[src/core/cis_defs.svh]
`ifndef CIS_DEFS_SVH
`define CIS_DEFS_SVH
// comparator pair select codes (positive/negative)
`define CIS_PAIR_0_1 3'h0
`define CIS_PAIR_0_2 3'h1
`define CIS_PAIR_1_0 3'h2
`define CIS_PAIR_1_2 3'h3
// dedicated comparator pin indices
`define CIS_PIN_ZERO 4'h0
`define CIS_PIN_ONE  4'h1
`define CIS_PIN_TWO  4'h2
// interrupt edge mode codes
`define CIS_EDGE_TOGGLE 2'h0
`define CIS_EDGE_NONE   2'h1
`define CIS_EDGE_FALL   2'h2
`define CIS_EDGE_RISE   2'h3
// number of converter input pins
`define CIS_CONV_PINS   32'h0000000B
`endif

[src/core/cis_pkg.sv]
package cis_pkg;
   typedef struct packed {
      logic [1:0]  sync;
      logic        result;
      logic        pend;
      logic        neg_sub;
      logic [3:0]  pos_sel;
      logic [3:0]  neg_sel;
   } cis_state_t;
endpackage

[src/core/cis_comparator_input_select.sv]
`timescale 1ns/100ps
// Overview of operation
// - result high when positive above negative
// - dedicated comparator interrupt request output
// - software picks rise, fall or toggle
// - substitute enabled, converter off: channel picks negative
// - otherwise a dedicated pin is negative
// - pair select decodes 0/1,0/2,1/0,1/2
// - substitution only for single-ended channels
`include "cis_defs.svh"
module cis_comparator_input_select
   import cis_pkg::*;
#(
   parameter int unsigned CONV_PINS = `CIS_CONV_PINS                  // converter input pins, single-ended
)
(
   input  wire logic        core_clk,                          // system clock
   input  wire logic        rst_b,                             // async reset, active low
   input  wire logic        comparator_raw,                    // analog comparator output, async
   input  wire logic        negative_input_substitute_enable,  // multiplexer substitution enable
   input  wire logic        converter_enable,                  // converter enabled
   input  wire logic [5:0]  converter_channel_select,          // converter channel select
   input  wire logic [2:0]  comparator_pair_select,            // dedicated pin pair select
   input  wire logic [1:0]  irq_edge_mode,                     // interrupt edge mode
   input  wire logic        irq_clear,                         // clear pending flag, pulse
   output logic             comparator_result,                 // synchronised result
   output logic             comparator_irq,                    // pending comparator interrupt
   output logic             negative_from_converter,           // negative input substituted
   output logic [3:0]       positive_pin_sel,                  // positive pin index 0..1
   output logic [3:0]       negative_pin_sel                   // negative: 0..2 pin, else converter pin
);
   cis_state_t s_r;
   cis_state_t s_nxt;
   logic       edge_hit;
   localparam logic [5:0] SE_LAST = 6'(CONV_PINS - 32'h1);              // highest single-ended channel

   always_comb begin
      s_nxt        = s_r;
      s_nxt.sync   = {s_r.sync[0], comparator_raw};
      s_nxt.result = s_r.sync[1];
      unique case (irq_edge_mode)
         `CIS_EDGE_RISE:   edge_hit = s_r.sync[1] & ~s_r.result;
         `CIS_EDGE_FALL:   edge_hit = ~s_r.sync[1] & s_r.result;
         `CIS_EDGE_TOGGLE: edge_hit = s_r.sync[1] ^ s_r.result;
         `CIS_EDGE_NONE:   edge_hit = 1'h0;
      endcase
      // set wins over clear
      s_nxt.pend = edge_hit | (s_r.pend & ~irq_clear);
      unique case (comparator_pair_select)
         `CIS_PAIR_0_1: begin
            s_nxt.pos_sel = `CIS_PIN_ZERO;
            s_nxt.neg_sel = `CIS_PIN_ONE;
         end
         `CIS_PAIR_0_2: begin
            s_nxt.pos_sel = `CIS_PIN_ZERO;
            s_nxt.neg_sel = `CIS_PIN_TWO;
         end
         `CIS_PAIR_1_0: begin
            s_nxt.pos_sel = `CIS_PIN_ONE;
            s_nxt.neg_sel = `CIS_PIN_ZERO;
         end
         `CIS_PAIR_1_2: begin
            s_nxt.pos_sel = `CIS_PIN_ONE;
            s_nxt.neg_sel = `CIS_PIN_TWO;
         end
         default: begin
            s_nxt.pos_sel = `CIS_PIN_ZERO;
            s_nxt.neg_sel = `CIS_PIN_ONE;
         end
      endcase
      s_nxt.neg_sub = 1'h0;
      if (negative_input_substitute_enable && !converter_enable &&
          converter_channel_select <= SE_LAST) begin
         s_nxt.neg_sub = 1'h1;
         s_nxt.neg_sel = converter_channel_select[3:0];
      end
   end

   always_ff @(posedge core_clk or negedge rst_b) begin
      if (!rst_b) begin
         s_r <= '0;
      end else begin
         s_r <= s_nxt;
      end
   end

   assign comparator_result       = s_r.result;
   assign comparator_irq          = s_r.pend;
   assign negative_from_converter = s_r.neg_sub;
   assign positive_pin_sel        = s_r.pos_sel;
   assign negative_pin_sel        = s_r.neg_sel;

   property p_result_follows;
      @(posedge core_clk) disable iff (!rst_b)
      1'b1 |-> ##3 (comparator_result == $past(comparator_raw, 3));
   endproperty
   a_result_follows: assert property (p_result_follows) else $error("result lags wrong");

   property p_rise_irq;
      @(posedge core_clk) disable iff (!rst_b)
      (irq_edge_mode == `CIS_EDGE_RISE && s_r.sync[1] && !s_r.result) |=> comparator_irq;
   endproperty
   a_rise_irq: assert property (p_rise_irq) else $error("rise missed");

   property p_irq_hold;
      @(posedge core_clk) disable iff (!rst_b)
      (comparator_irq && !irq_clear) |=> comparator_irq;
   endproperty
   a_irq_hold: assert property (p_irq_hold) else $error("pending lost");

   property p_irq_source;
      @(posedge core_clk) disable iff (!rst_b)
      $rose(comparator_irq) |-> $past(s_r.sync[1]) != $past(s_r.result);
   endproperty
   a_irq_source: assert property (p_irq_source) else $error("irq without edge");

   property p_sub;
      @(posedge core_clk) disable iff (!rst_b)
      (negative_input_substitute_enable && !converter_enable && converter_channel_select <= SE_LAST)
      |=> (negative_from_converter && negative_pin_sel == $past(converter_channel_select[3:0]));
   endproperty
   a_sub: assert property (p_sub) else $error("substitution missing");

   property p_no_sub;
      @(posedge core_clk) disable iff (!rst_b)
      (converter_enable || !negative_input_substitute_enable) |=> !negative_from_converter;
   endproperty
   a_no_sub: assert property (p_no_sub) else $error("bad substitution");

   property p_pair;
      @(posedge core_clk) disable iff (!rst_b)
      (comparator_pair_select == `CIS_PAIR_1_2 && !negative_input_substitute_enable)
      |=> (positive_pin_sel == 4'h1 && negative_pin_sel == 4'h2);
   endproperty
   a_pair: assert property (p_pair) else $error("pair decode wrong");

   property p_diff_ch;
      @(posedge core_clk) disable iff (!rst_b)
      (converter_channel_select > SE_LAST) |=> !negative_from_converter;
   endproperty
   a_diff_ch: assert property (p_diff_ch) else $error("differential substituted");

   property p_fall_irq;
      @(posedge core_clk) disable iff (!rst_b)
      (irq_edge_mode == `CIS_EDGE_FALL && !s_r.sync[1] && s_r.result)
      |=> comparator_irq;
   endproperty
   a_fall_irq: assert property (p_fall_irq) else $error("fall missed");

   property p_toggle_irq;
      @(posedge core_clk) disable iff (!rst_b)
      (irq_edge_mode == `CIS_EDGE_TOGGLE && s_r.sync[1] != s_r.result)
      |=> comparator_irq;
   endproperty
   a_toggle_irq: assert property (p_toggle_irq) else $error("toggle missed");

   property p_none_irq;
      @(posedge core_clk) disable iff (!rst_b)
      (irq_edge_mode == `CIS_EDGE_NONE && !comparator_irq)
      |=> !comparator_irq;
   endproperty
   a_none_irq: assert property (p_none_irq) else $error("irq in none mode");

   property p_irq_clear;
      @(posedge core_clk) disable iff (!rst_b)
      (irq_clear && s_r.sync[1] == s_r.result)
      |=> !comparator_irq;
   endproperty
   a_irq_clear: assert property (p_irq_clear) else $error("clear ignored");

   property p_set_wins;
      @(posedge core_clk) disable iff (!rst_b)
      (irq_clear && irq_edge_mode == `CIS_EDGE_TOGGLE && s_r.sync[1] != s_r.result)
      |=> comparator_irq;
   endproperty
   a_set_wins: assert property (p_set_wins) else $error("edge lost to clear");

   property p_irq_only_edge;
      @(posedge core_clk) disable iff (!rst_b)
      (!comparator_irq && s_r.sync[1] == s_r.result)
      |=> !comparator_irq;
   endproperty
   a_irq_only_edge: assert property (p_irq_only_edge) else $error("spurious irq");

   property p_pair_0_1;
      @(posedge core_clk) disable iff (!rst_b)
      (comparator_pair_select == `CIS_PAIR_0_1 && !negative_input_substitute_enable)
      |=> (positive_pin_sel == `CIS_PIN_ZERO && negative_pin_sel == `CIS_PIN_ONE);
   endproperty
   a_pair_0_1: assert property (p_pair_0_1) else $error("pair 0/1 wrong");

   property p_pair_0_2;
      @(posedge core_clk) disable iff (!rst_b)
      (comparator_pair_select == `CIS_PAIR_0_2 && !negative_input_substitute_enable)
      |=> (positive_pin_sel == `CIS_PIN_ZERO && negative_pin_sel == `CIS_PIN_TWO);
   endproperty
   a_pair_0_2: assert property (p_pair_0_2) else $error("pair 0/2 wrong");

   property p_pair_1_0;
      @(posedge core_clk) disable iff (!rst_b)
      (comparator_pair_select == `CIS_PAIR_1_0 && !negative_input_substitute_enable)
      |=> (positive_pin_sel == `CIS_PIN_ONE && negative_pin_sel == `CIS_PIN_ZERO);
   endproperty
   a_pair_1_0: assert property (p_pair_1_0) else $error("pair 1/0 wrong");

   property p_pair_default;
      @(posedge core_clk) disable iff (!rst_b)
      (comparator_pair_select > `CIS_PAIR_1_2 && !negative_input_substitute_enable)
      |=> (positive_pin_sel == `CIS_PIN_ZERO && negative_pin_sel == `CIS_PIN_ONE);
   endproperty
   a_pair_default: assert property (p_pair_default) else $error("undefined pair not 0/1");

   property p_neg_dedicated;
      @(posedge core_clk) disable iff (!rst_b)
      (!negative_input_substitute_enable || converter_enable || converter_channel_select > SE_LAST)
      |=> (negative_pin_sel <= `CIS_PIN_TWO);
   endproperty
   a_neg_dedicated: assert property (p_neg_dedicated) else $error("negative not a dedicated pin");

   property p_sub_keeps_pos;
      @(posedge core_clk) disable iff (!rst_b)
      (negative_input_substitute_enable && !converter_enable && comparator_pair_select == `CIS_PAIR_1_2)
      |=> (positive_pin_sel == `CIS_PIN_ONE);
   endproperty
   a_sub_keeps_pos: assert property (p_sub_keeps_pos) else $error("substitution moved positive");
endmodule // cis_comparator_input_select

[config.mk]
export PLATFORM = sky130hd
export DESIGN_NAME = cis_comparator_input_select
export DESIGN_NICKNAME = d
export VERILOG_FILES = /design/src/core/cis_pkg.sv /design/src/core/cis_comparator_input_select.sv
export VERILOG_INCLUDE_DIRS = /design/src /design/src/core
export SDC_FILE = /design/constraint.sdc
export NUM_CORES = 1
export LEC_CHECK = 0
export BUFFER_PORTS_ARGS = -buffer_cell sky130_fd_sc_hd__buf_2
export CAP_MARGIN = 20
export CORE_AREA = 2 2 39 41
export DETAILED_ROUTE_END_ITERATION = 8
export DIE_AREA = 0 0 41 43
export GPL_ROUTABILITY_DRIVEN = 0
export PLACE_DENSITY = 0.65
export SYNTH_ARGS = -nofsm -noshare
export SYNTH_HDL_FRONTEND = slang
export SYNTH_SLANG_ARGS = --single-unit
[constraint.sdc]
create_clock -name core_clk -period 2 [get_ports core_clk]
set_input_delay 0.4 -clock core_clk [delete_from_list [all_inputs] [get_ports core_clk]]
set_output_delay 0.4 -clock core_clk [all_outputs]
set_load 0.05 [all_outputs]
Word level (Yosys, flattened, before mapping)
Cells that the tools add are included.

$add $sub $neg: 0. $mul: 0. Divide/modulo/power cells: 0. $lt $le $gt $ge: 1. Equality and inequality tests: 6. Shift-type cells: 0. Multiplexer cells: 4. Bitwise logic cells: 8. Reduce and logical (&&, ||, !) cells: 4.

Operators by type and width (number): $pmux 5 s3 (1); $eq 3x2->1 const B (2); $le 6x4->1 const B (1); $eq 2x2->1 const B (2); $mux 4 (1); $pmux 1 s4 (1); $and 1x1->1 (3); $eq 3x1->1 const B (1); $not 1->1 (3); $eq 2x1->1 const B (1); $logic_and 1x1->1 (2); $logic_not 2->1 (1); $logic_not 1->1 (1); $mux 1 (1); $or 1x1->1 (1); $xor 1x1->1 (1).

Register bits after elaboration: 13. Latch bits: 0. Memory bits (writable): 0. Memory bits (read-only): 0. Input port bits: 17. Output and inout bits: 11. Logic and storage cells: 29. Memories kept: 0.

Logic depth before layout (Yosys ltp)
Gate-level depths: netlist of the first run.

Depth after elaboration: 4. Mapped depth: 5. Depth with buffers taken out: 5.

Least setup slack after synthesis of the first run
No wires, ideal clock.

Path type: input to register. Start point: in converter_channel_select[5]. End point: reg s_r, in the netlist negative_pin_sel[0]. Setup time: 125 ps. Arrival: 1409 ps. Setup slack: 466 ps. Cell stages on the path: 3. Buffers on the path: 0. Cells stage by stage: or4b_4 > a21oi_4 > mux2_4.

RTL lines: start, declared (line cis_comparator_input_select.sv:22) `input wire logic [5:0] converter_channel_select,`; end signal, assigned (line cis_comparator_input_select.sv:83) `s_r <= s_nxt;`; end, declared (line cis_comparator_input_select.sv:32) `cis_state_t s_r;`.

==> results of run 1 <==
-- synth_stat cells, drive strengths merged --
cell     n
o21bai   1
dfrtp   10
o21ai    1
a21oi    2
nor3b    1
nor3     1
a21o     1
mux2     3
or4b     1
buf      3
conb     1
ha       2
and2     1
inv      3
nor2b    2
-- through the flow --
stage / cell area [µm²] / std cells / util (%) / worst slack (ns)
floorplan: 450 / 35 / - / 0.466
global placement: 568 / 72 / 41.0 / 0.352
detailed placement: 568 / 72 / 41.0 / 0.337
CTS: 601 / 76 / 43.4 / 0.611
global route: 601 / 76 / 43.4 / 0.574
finish: 601 / 76 / 43.4 / 0.604
-- cell usage in the layout (no fill, tap or decap), types with 2 or more instances in the layout --
cell type  count
ha_1           2
mux2_4         2
inv_1          3
dfrtp_1       10
nor2b_1        2
clkbuf_4       3
conb_1         3
buf_2         24
-- logic make-up (layout without fill, tap and decap cells) --
family | count (synthesis) | after routing | synth area share (%)
buffers and inverters | 6 | 31 | 7.63
AOI/OAI and AO/OA | 5 | 5 | 9.60
muxes | 3 | 3 | 9.32
adders and majority gates | 2 | 2 | 5.65
and+or+nand+nor | 6 | 6 | 10.5
DFF | 10 | 10 | 56.5
other | 1 | 3 | 0.847
-- power breakdown --
| group | total (mW) | internal (mW) | switching (mW) |
|---|---|---|---|
| sequential | 0.216 | 0.213 | 0.00372 |
| combinational | 0.0949 | 0.0311 | 0.0638 |
| clock | 0.127 | 0.0689 | 0.0583 |
| total | 0.439 | 0.313 | 0.126 |
-- worst max-delay path, stage by stage --
cell     delay [ns]
buf_2          0.10
or4b_4         0.54
a21oi_4        0.18
mux2_4         0.31
-- per-layer routing --
metal	vias to the layer above	track usage [%]	wire length, µm
met1	141	8.14	259
met3	4	3.14	82
met5	-	0	0
met2	22	13.4	305
met4	0	10.0	23
li1	158	-	-
-- state kept, by name, summed over array words and instances (netlist names) --
name and flops:
comparator_irq 1, comparator_result 1, negative_from_converter 1, negative_pin_sel 4, positive_pin_sel 1, s_nxt 2
-- final cells by class --
class	count	area, µm²	area share [%]
Clock buffer	3	22.5	3.75
Inverter	3	11.3	1.88
Multi-Input combinational cell	19	166	27.7
Sequential cell	10	250	41.7
Tap cell	16	20.0	3.33
Timing Repair Buffer	25	130	21.7
-- worst max path at each step --
stage,end,cells after the start
detailed placement,negative_pin_sel[0],4
CTS,negative_pin_sel[0],4
finish,negative_pin_sel[0],4
global placement,negative_pin_sel[0],4
floorplan,negative_pin_sel[0],3
global route,negative_pin_sel[0],4
-- timing repair --
item	4_1_cts	5_1_grt
hold buffers	1	0
hold endpoints to repair	10	0
setup endpoints to repair	0	0
==> run_results.csv, run 1 <==
group,metric,value,unit
synth,synth_area,443,µm²
route,dr.first_iter.drc_count,0,
clock_tree,clock_sink_count,10,
power_and_ir_drop,p_per_area,730,nW/µm²
timing,rsz0062_at_grt,"false",
power_and_ir_drop,p_leak,0.330,nW
synth,postSynthCellCount,33,
clock_tree,cts_setup_buffers,0,
timing,finClkSkew,0.000746,ns
setup_path,required,2.14,ns
route,routed_wirelength,671,µm
clock_tree,clkTransAtPathRegs,0.06,ns
timing,setup_violations,0,
setup_path,end_kind,"register",
layout,nNetsFinal,81,
synth,synth.top_cell.area_share,56.5,%
timing,post-route-period-util,69.8,%
placement,placement.io_buffers,24,
synth,syn_avg_cell_area,13.4,µm²
route,drc_errors,0,
setup_path,ff2ff_setup_slack,0.81,ns
power_and_ir_drop,power,0.439,mW
die,io_pins,28,
grt,grt_pass1_wl,966,µm
route,via_count,325,
route,first_pass_iters,1,
layout,syn_to_final_growth,35.6,%
clock_tree,htree_levels,1,
synth,synth_warnings,0,
synth,synth_cell_types,17,
status,status,"finished clean",
placement,dpl.hpwl,582,µm
setup_path,startpoint,"converter_channel_select[5]",
setup_path,r2r_start,"comparator_result",
die,fp.coreArea,1380,µm²
synth,synthTopCellsByArea,"dfrtp_1, mux2_4, ha_1, buf_4, a21oi_4",
run,cap_violations,0,
die,initial_core_util,32.0,%
timing,finalMaxSlewViolations,0,
grt,first_global_vias,280,
die,core.rowCount,14,
clock_tree,cts_tree,"built",
route,wl_per_cell,8.83,µm
setup_path,reg2regPathDepth,5,
grt,grt_antenna_before_repair,0,
synth,yosysTopAreaCell,"dfrtp_1",
clock_tree,clock_path_buffers,2,
setup_path,cp.arrival,1.54,ns
synth,synth-seq-cells,10,
layout,num-fill-cells,155,
synth,yosysSeqAreaShare,56.5,%
timing,fmax,716,MHz
grt,grt_usage,8.98,%
setup_path,startpoint_type,"input port",
route,postRouteAntennaNets,0,
timing,hold_viol,0,
timing,min_period,1.40,ns
power_and_ir_drop,vdd_drop_max,0.266,mV
worst_hold_path,hold_end,"s_nxt[12]",
layout,diodes,0,
worst_hold_path,hold_path.class,"input port to register",
grt,grt_max_degree,11,
clock_tree,worst_skew_pair.late_latency,0.25,ns
setup_path,regToRegEndpoint,"comparator_irq",
route,via_per_inst,4.28,
timing,final.setup.tns,0,ns
timing,fin_hold_ws,0.251,ns
setup_path,crit_type,"input port to register",
layout,drive_gt1_share,56.7,%
clock_tree,clockRootBuffer,"clkbuf_4",
die,die_h,43,µm
die,die_area,1760,µm²
worst_hold_path,whs_path_depth,1,
grt,grt.overflow.total,0,
clock_tree,cts_resized,0,
setup_path,critPathMaxFanout,4,
die,fp.dieW,41,µm
clock_tree,numCtsBuffers,3,
worst_hold_path,min_from,"comparator_raw",
Power figures use the tool's default switching activity.
==> run 2, diff against run 1 <==
--- a/config.mk
+++ b/config.mk
@@ -6,13 +6,14 @@
 export SDC_FILE = /design/constraint.sdc
 export NUM_CORES = 1
 export LEC_CHECK = 0
+export ABC_AREA = 1
 export BUFFER_PORTS_ARGS = -buffer_cell sky130_fd_sc_hd__buf_2
 export CAP_MARGIN = 20
-export CORE_AREA = 2 2 39 41
+export CORE_MARGIN = 2
+export CORE_UTILIZATION = 35
 export DETAILED_ROUTE_END_ITERATION = 8
-export DIE_AREA = 0 0 41 43
 export GPL_ROUTABILITY_DRIVEN = 0
-export PLACE_DENSITY = 0.65
+export PLACE_DENSITY = 0.7
 export SYNTH_ARGS = -nofsm -noshare
 export SYNTH_HDL_FRONTEND = slang
 export SYNTH_SLANG_ARGS = --single-unit
==> constraint.sdc (replaced) <==
create_clock -name core_clk -period 1.25 [get_ports core_clk]
set_input_delay 0.25 -clock core_clk [delete_from_list [all_inputs] [get_ports core_clk]]
set_output_delay 0.25 -clock core_clk [all_outputs]
set_load 0.05 [all_outputs]
==> run 2 against run 1 <==
Net effect:
- synthesized area is 4.0% higher
- sequential cell count stayed put
- sequential share of layout area is 1.9 points lower
- global-route usage is 2.7 points higher
- utilization is 6.4 points higher
- clock power is 120% higher
- via count is 16% higher
- first-iteration DRC count is 3 higher
- worst hold slack worse by 0.16 ns
- routed wire length is 4.8% higher
- non-clock buffer count stayed put
- highest routed layer unchanged
==> run_results.csv, run 2 <==
group,metric,value,unit
die,initial_core_util,36.3,%
route,postRouteAntennaNets,0,
clock_tree,clkTransAtPathRegs,0.06,ns
timing,post-route-period-util,91.1,%
die,io_pins,28,
setup_path,cp_slowest_stage_delay,0.37,ns
clock_tree,clock_path_buffers,2,
grt,met1_usage,9.82,%
power_and_ir_drop,power,0.781,mW
timing,finClkSkew,0.00154,ns
layout,nNetsFinal,100,
synth,synth-compound-area-share,1.09,%
synth,synth_cell_types,12,
grt,grt_use_met3,1.67,%
route,dr.first_iter.drc_count,3,
timing,min_period,1.14,ns
synth,postSynthCellCount,52,
synth,syn_avg_cell_area,8.85,µm²
power_and_ir_drop,p_per_area,1240,nW/µm²
layout,mostFrequentLayoutCell,"buf_2",
route,via_count,378,
placement,placement.io_buffers,24,
worst_hold_path,min_from,"comparator_raw",
grt,met2_usage,19.4,%
die,fp.coreArea,1270,µm²
power_and_ir_drop,pwr-share-comb,20.0,%
setup_path,critPathMaxFanout,3,
setup_path,end_kind,"primary output",
synth,synth.area.mux_share,0,%
setup_path,crit_type,"register to primary output",
layout,fin_cells,95,
clock_tree,cts_tree,"built",
route,wl_per_cell,7.40,µm
die,die_area,1620,µm²
synth,yosysTopAreaCell,"dfrtp_1",
synth,synthMostInstantiatedCell,"inv_1",
layout,drive_gt1_share,41.3,%
synth,synth_warnings,0,
layout,syn_to_final_growth,37.2,%
setup_path,r2r_start,"comparator_result",
layout,diodes,0,
placement,placed_cells,90,
die,fp.dieW,40.3,µm
synth,synth.top_cell.area_share,54.3,%
clock_tree,worst_skew_pair.late_latency,0.26,ns
synth,ys_top_cells_by_count,"inv_1, dfrtp_1, nand2_1",
die,die_h,40.3,µm
power_and_ir_drop,pwr-share-seq,44.5,%
placement,pre_cts_slack,0.195,ns
synth,synth_edf_count,0,
power_and_ir_drop,sw_frac_of_total,28.1,%
grt,top_usage_layer,"met2",
setup_path,crit_chain,"buf_2",
setup_path,startpoint,"comparator_result",
clock_tree,htree_levels,1,
route,via_per_inst,3.98,
layout,layout_common_cells,"buf_2, inv_1, nand2_1, dfrtp_1, nor2_1",
timing,setup_violations,0,
clock_tree,numCtsBuffers,3,
timing,hold_viol,0,
die,core.rowCount,13,
grt,first_global_vias,333,
timing,worst_slack,0.112,ns
placement,dpl.hpwl,605,µm
synth,async_flop_share,100,%
timing,fin_hold_ws,0.0955,ns
layout,final_area,632,µm²
synth,synthTopCellsByArea,"dfrtp_1, inv_1, nand2_1, ha_1, buf_4",
synth,synth_fa_ha_area_share,5.43,%
route,drc_errors,0,
layout,largest_reg_flops,4,
grt,grt_usage,11.7,%
power_and_ir_drop,vdd_drop_max,0.498,mV
layout,regMostFlops,"negative_pin_sel",
clock_tree,cts_setup_buffers,0,
grt,grt_pass1_wl,1100,µm
setup_path,startpoint_type,"register",
timing,rsz0062_at_grt,"false",
synth,synth_area,460,µm²
synth,synth_top_family_by_area,"simple AND/OR/NAND/NOR gates",
run,cap_violations,0,
setup_path,cp_slowest_cell,"dfrtp_2",
power_and_ir_drop,pwr-share-clk,35.5,%
synth,synthFlopType,"dfrtp_1",
placement,post_dp_cell_area,586,µm²
setup_path,path_buf_inv,1,
grt,grt_antenna_before_repair,0,
synth,synthXorXnorAreaFrac,0,%
synth,synth_simple_gate_area_share,23.6,%
power_and_ir_drop,p_sw,0.219,mW
route,routed_wirelength,703,µm
timing,final.setup.tns,0,ns
timing,fmax,878,MHz
grt,grt_max_degree,11,
synth,yosysSeqAreaShare,54.3,%
worst_hold_path,hold_path.class,"input port to register",
synth,synth-seq-cells,10,
grt,grt.overflow.total,0,
route,first_pass_iters,4,
clock_tree,clock_sink_count,10,
setup_path,cpLargestDelayFamily,"flip-flops",
power_and_ir_drop,p_leak,0.399,nW
clock_tree,clockRootBuffer,"clkbuf_4",
status,status,"finished clean",
layout,final_util,49.8,%
timing,finalMaxSlewViolations,0,
setup_path,required,1.00,ns
power_and_ir_drop,power.internal,0.562,mW
setup_path,cp.arrival,0.89,ns
run 2: power groups by stage:
| stage | clock (mW) | combinational (mW) | sequential, mW |
|---|---|---|---|
| CTS | 0.290 | 0.158 | 0.349 |
| floorplan | 0 | 0.0608 | 0.404 |
| detailed placement | 0 | 0.155 | 0.355 |
| finish | 0.277 | 0.156 | 0.348 |
| global route | 0.303 | 0.171 | 0.350 |
| global placement | 0 | 0.155 | 0.353 |
run 2: routing by layer:
| metal | vias up | part of all wire, % |
|---|---|---|
| met4 | 0 | 3.4 |
| li1 | 200 | - |
| met2 | 19 | 48 |
| met5 | - | 0 |
| met3 | 2 | 9.1 |
| met1 | 157 | 39 |
run 2: path summary, 6_finish.rpt:
kind	endpoint	slack (ns)	depth (start not counted)
max in group asynchronous	comparator_result	0.69	2
min in group asynchronous	negative_from_converter	0.37	2
worst max register to register	comparator_irq	0.20	4
worst min-delay path	s_nxt[12]	0.1	1
worst min register to register	s_nxt[10]	0.36	0
worst max-delay path	comparator_result	0.11	1
run 2: layout make-up:
type                       instances  area (µm²)
fill                             126         637
inverter                          12        45.0
sequential                        10         251
clock buffer                       4        36.3
timing repair buffer              25         130
tap                               15        18.8
multi-input combinational         29         150
run 2: timing repair:
action                    in CTS  in global routing
hold endpoints to repair      10                  0
hold buffers                   1                  0
gates resized for setup        0                  0
run 2: cell families (layout without fill, tap and decap cells):
logic type      after synthesis  count (layout)
simple gates                 23              23
buf+inv                      15              41
flops                        10              10
fa+ha+maj                     2               2
other cells                   1               3
compound gates                1               1
==> run 3, diff against run 2 <==
--- a/config.mk
+++ b/config.mk
@@ -9,11 +9,12 @@
 export ABC_AREA = 1
 export BUFFER_PORTS_ARGS = -buffer_cell sky130_fd_sc_hd__buf_2
 export CAP_MARGIN = 20
-export CORE_MARGIN = 2
+export CORE_MARGIN = 3
 export CORE_UTILIZATION = 35
 export DETAILED_ROUTE_END_ITERATION = 8
 export GPL_ROUTABILITY_DRIVEN = 0
 export PLACE_DENSITY = 0.7
+export SLEW_MARGIN = 20
 export SYNTH_ARGS = -nofsm -noshare
 export SYNTH_HDL_FRONTEND = slang
 export SYNTH_SLANG_ARGS = --single-unit
==> constraint.sdc (replaced) <==
create_clock -name core_clk -period 0.99 [get_ports core_clk]
set_input_delay 0.198 -clock core_clk [delete_from_list [all_inputs] [get_ports core_clk]]
set_output_delay 0.198 -clock core_clk [all_outputs]
set_load 0.05 [all_outputs]
==> run 3 against run 2 <==
Net effect:
- the run now ends with setup timing left
- sequential cell count did not move
- power rose by 21%
- combinational power rose by 47%
- sequential share of layout area fell by 2.9 points
- setup slack got worse by 0.17 ns
- clock skew rose by 0.0095 ns
- die area rose by 10%
- clock power barely moved
==> run_results.csv, run 3 (synthesis results as in run 2) <==
group,metric,value,unit
status,status,"finished, violations left",
status,violations,"setup timing",
setup_path,startpoint_type,"register",
die,io_pins,28,
clock_tree,clock_path_buffers,2,
setup_path,required,0.79,ns
layout,mostFrequentLayoutCell,"buf_2",
timing,worst_slack,-0.0555,ns
timing,rsz0062_at_grt,"true",
route,routed_wirelength,774,µm
setup_path,cp_slowest_stage_delay,0.43,ns
timing,post-route-period-util,106,%
setup_path,cp_slowest_cell,"dfrtp_2",
grt,grt_max_degree,11,
die,initial_core_util,39.3,%
placement,post_dp_cell_area,587,µm²
worst_hold_path,hold_end,"s_nxt[12]",
route,drc_errors,0,
setup_path,cpLargestDelayFamily,"flip-flops",
setup_path,end_kind,"primary output",
route,first_pass_iters,2,
grt,grt.overflow.total,0,
layout,nNetsFinal,101,
timing,fmax,957,MHz
clock_tree,clkTransAtPathRegs,0.06,ns
route,via_count,390,
setup_path,crit_type,"register to primary output",
setup_path,critPathMaxFanout,3,
grt,grt_pass1_wl,1340,µm
timing,setup_violations,3,
setup_path,r2r_start,"comparator_result",
layout,regMostFlops,"negative_pin_sel",
die,die_area,1790,µm²
power_and_ir_drop,vdd_drop_max,0.798,mV
clock_tree,clock_sink_count,10,
setup_path,reg2regPathDepth,4,
timing,hold_viol,0,
grt,first_global_vias,357,
run,cap_violations,0,
setup_path,path_buf_inv,1,
die,die_h,42.3,µm
timing,min_period,1.05,ns
power_and_ir_drop,p_per_area,1390,nW/µm²
die,fp.coreArea,1170,µm²
timing,finalMaxSlewViolations,0,
setup_path,crit_chain,"buf_6",
layout,syn_to_final_growth,47.8,%
clock_tree,clockRootBuffer,"clkbuf_4",
layout,layout_common_cells,"buf_2, inv_1, nand2_1, dfrtp_1, buf_6",
worst_hold_path,hold_path.class,"input port to register",
setup_path,cp.arrival,0.85,ns
worst_hold_path,min_from,"comparator_raw",
worst_hold_path,whs_path_depth,1,
setup_path,ff2ff_setup_slack,-0.03,ns
layout,largest_reg_flops,4,
placement,dpl.hpwl,656,µm
power_and_ir_drop,p_leak,0.406,nW
grt,grt_usage,10.4,%
die,fp.dieW,42.3,µm
clock_tree,worst_skew_pair.late_latency,0.26,ns
layout,final_area,681,µm²
die,core.rowCount,12,
route,dr.first_iter.drc_count,2,
route,via_per_inst,4.11,
timing,finClkSkew,0.0110,ns
grt,grt_antenna_before_repair,0,
layout,fin_cells,95,
route,postRouteAntennaNets,0,
placement,placement.io_buffers,24,
placement,placed_cells,89,
clock_tree,numCtsBuffers,3,
layout,drive_gt1_share,43.2,%
clock_tree,cts_tree,"built",
clock_tree,htree_levels,1,
timing,final.setup.tns,-0.0971,ns
layout,diodes,0,
setup_path,regToRegEndpoint,"comparator_irq",
placement,pre_cts_slack,-0.0192,ns
route,wl_per_cell,8.15,µm
-- run 3: layer usage --
layer	global-route usage, %	up-vias	share of wire, %
li1	-	200	-
met1	10.6	166	35
met2	16.4	22	50
met3	5.15	2	12
met4	7.45	0	2.2
met5	0	-	0
-- run 3: stage by stage --
step / hold WS [ns] / util (%) / power, mW
after floorplan: -0.0976 / - / 0.588
after detailed placement: 0.0670 / 50.1 / 0.645
final: 0.0556 / 58.1 / 0.946
after global placement: 0.0643 / 50.1 / 0.641
after global routing: 0.0391 / 58.1 / 1.02
after CTS: 0.0486 / 57.5 / 0.957
-- run 3: worst max-delay path by stage --
stage / start / end / slack (ns) / cells past startpoint
global placement: s_nxt[10] / comparator_irq / 0.008 / 4
finish: comparator_result / comparator_result / -0.06 / 1
floorplan: comparator_result / comparator_irq / -0.12 / 4
global route: comparator_result / comparator_result / -0.09 / 1
detailed placement: s_nxt[10] / comparator_irq / -0.02 / 5
CTS: comparator_result / comparator_result / -0.07 / 1
-- run 3: area by class of cell --
class                           count  area, µm²
Multi-Input combinational cell     29        153
Timing Repair Buffer               26        188
Inverter                           12       45.0
Clock buffer                        4       26.3
Tap cell                           14       17.5
Fill cell                         112        490
Sequential cell                    10        251
-- run 3: where the power goes --
part | internal (mW) | leakage (nW) | switching, mW
sequential | 0.431 | 0.125 | 0.0127
clock | 0.155 | 0.0150 | 0.119
combinational | 0.0845 | 0.266 | 0.144
total | 0.670 | 0.406 | 0.276
-- run 3: timing repair --
item	in CTS	in global routing
endpoints found under the hold margin	10	0
gates resized for setup	16	0
setup buffers	0	1
hold buffers	1	0
setup endpoints to repair	9	9
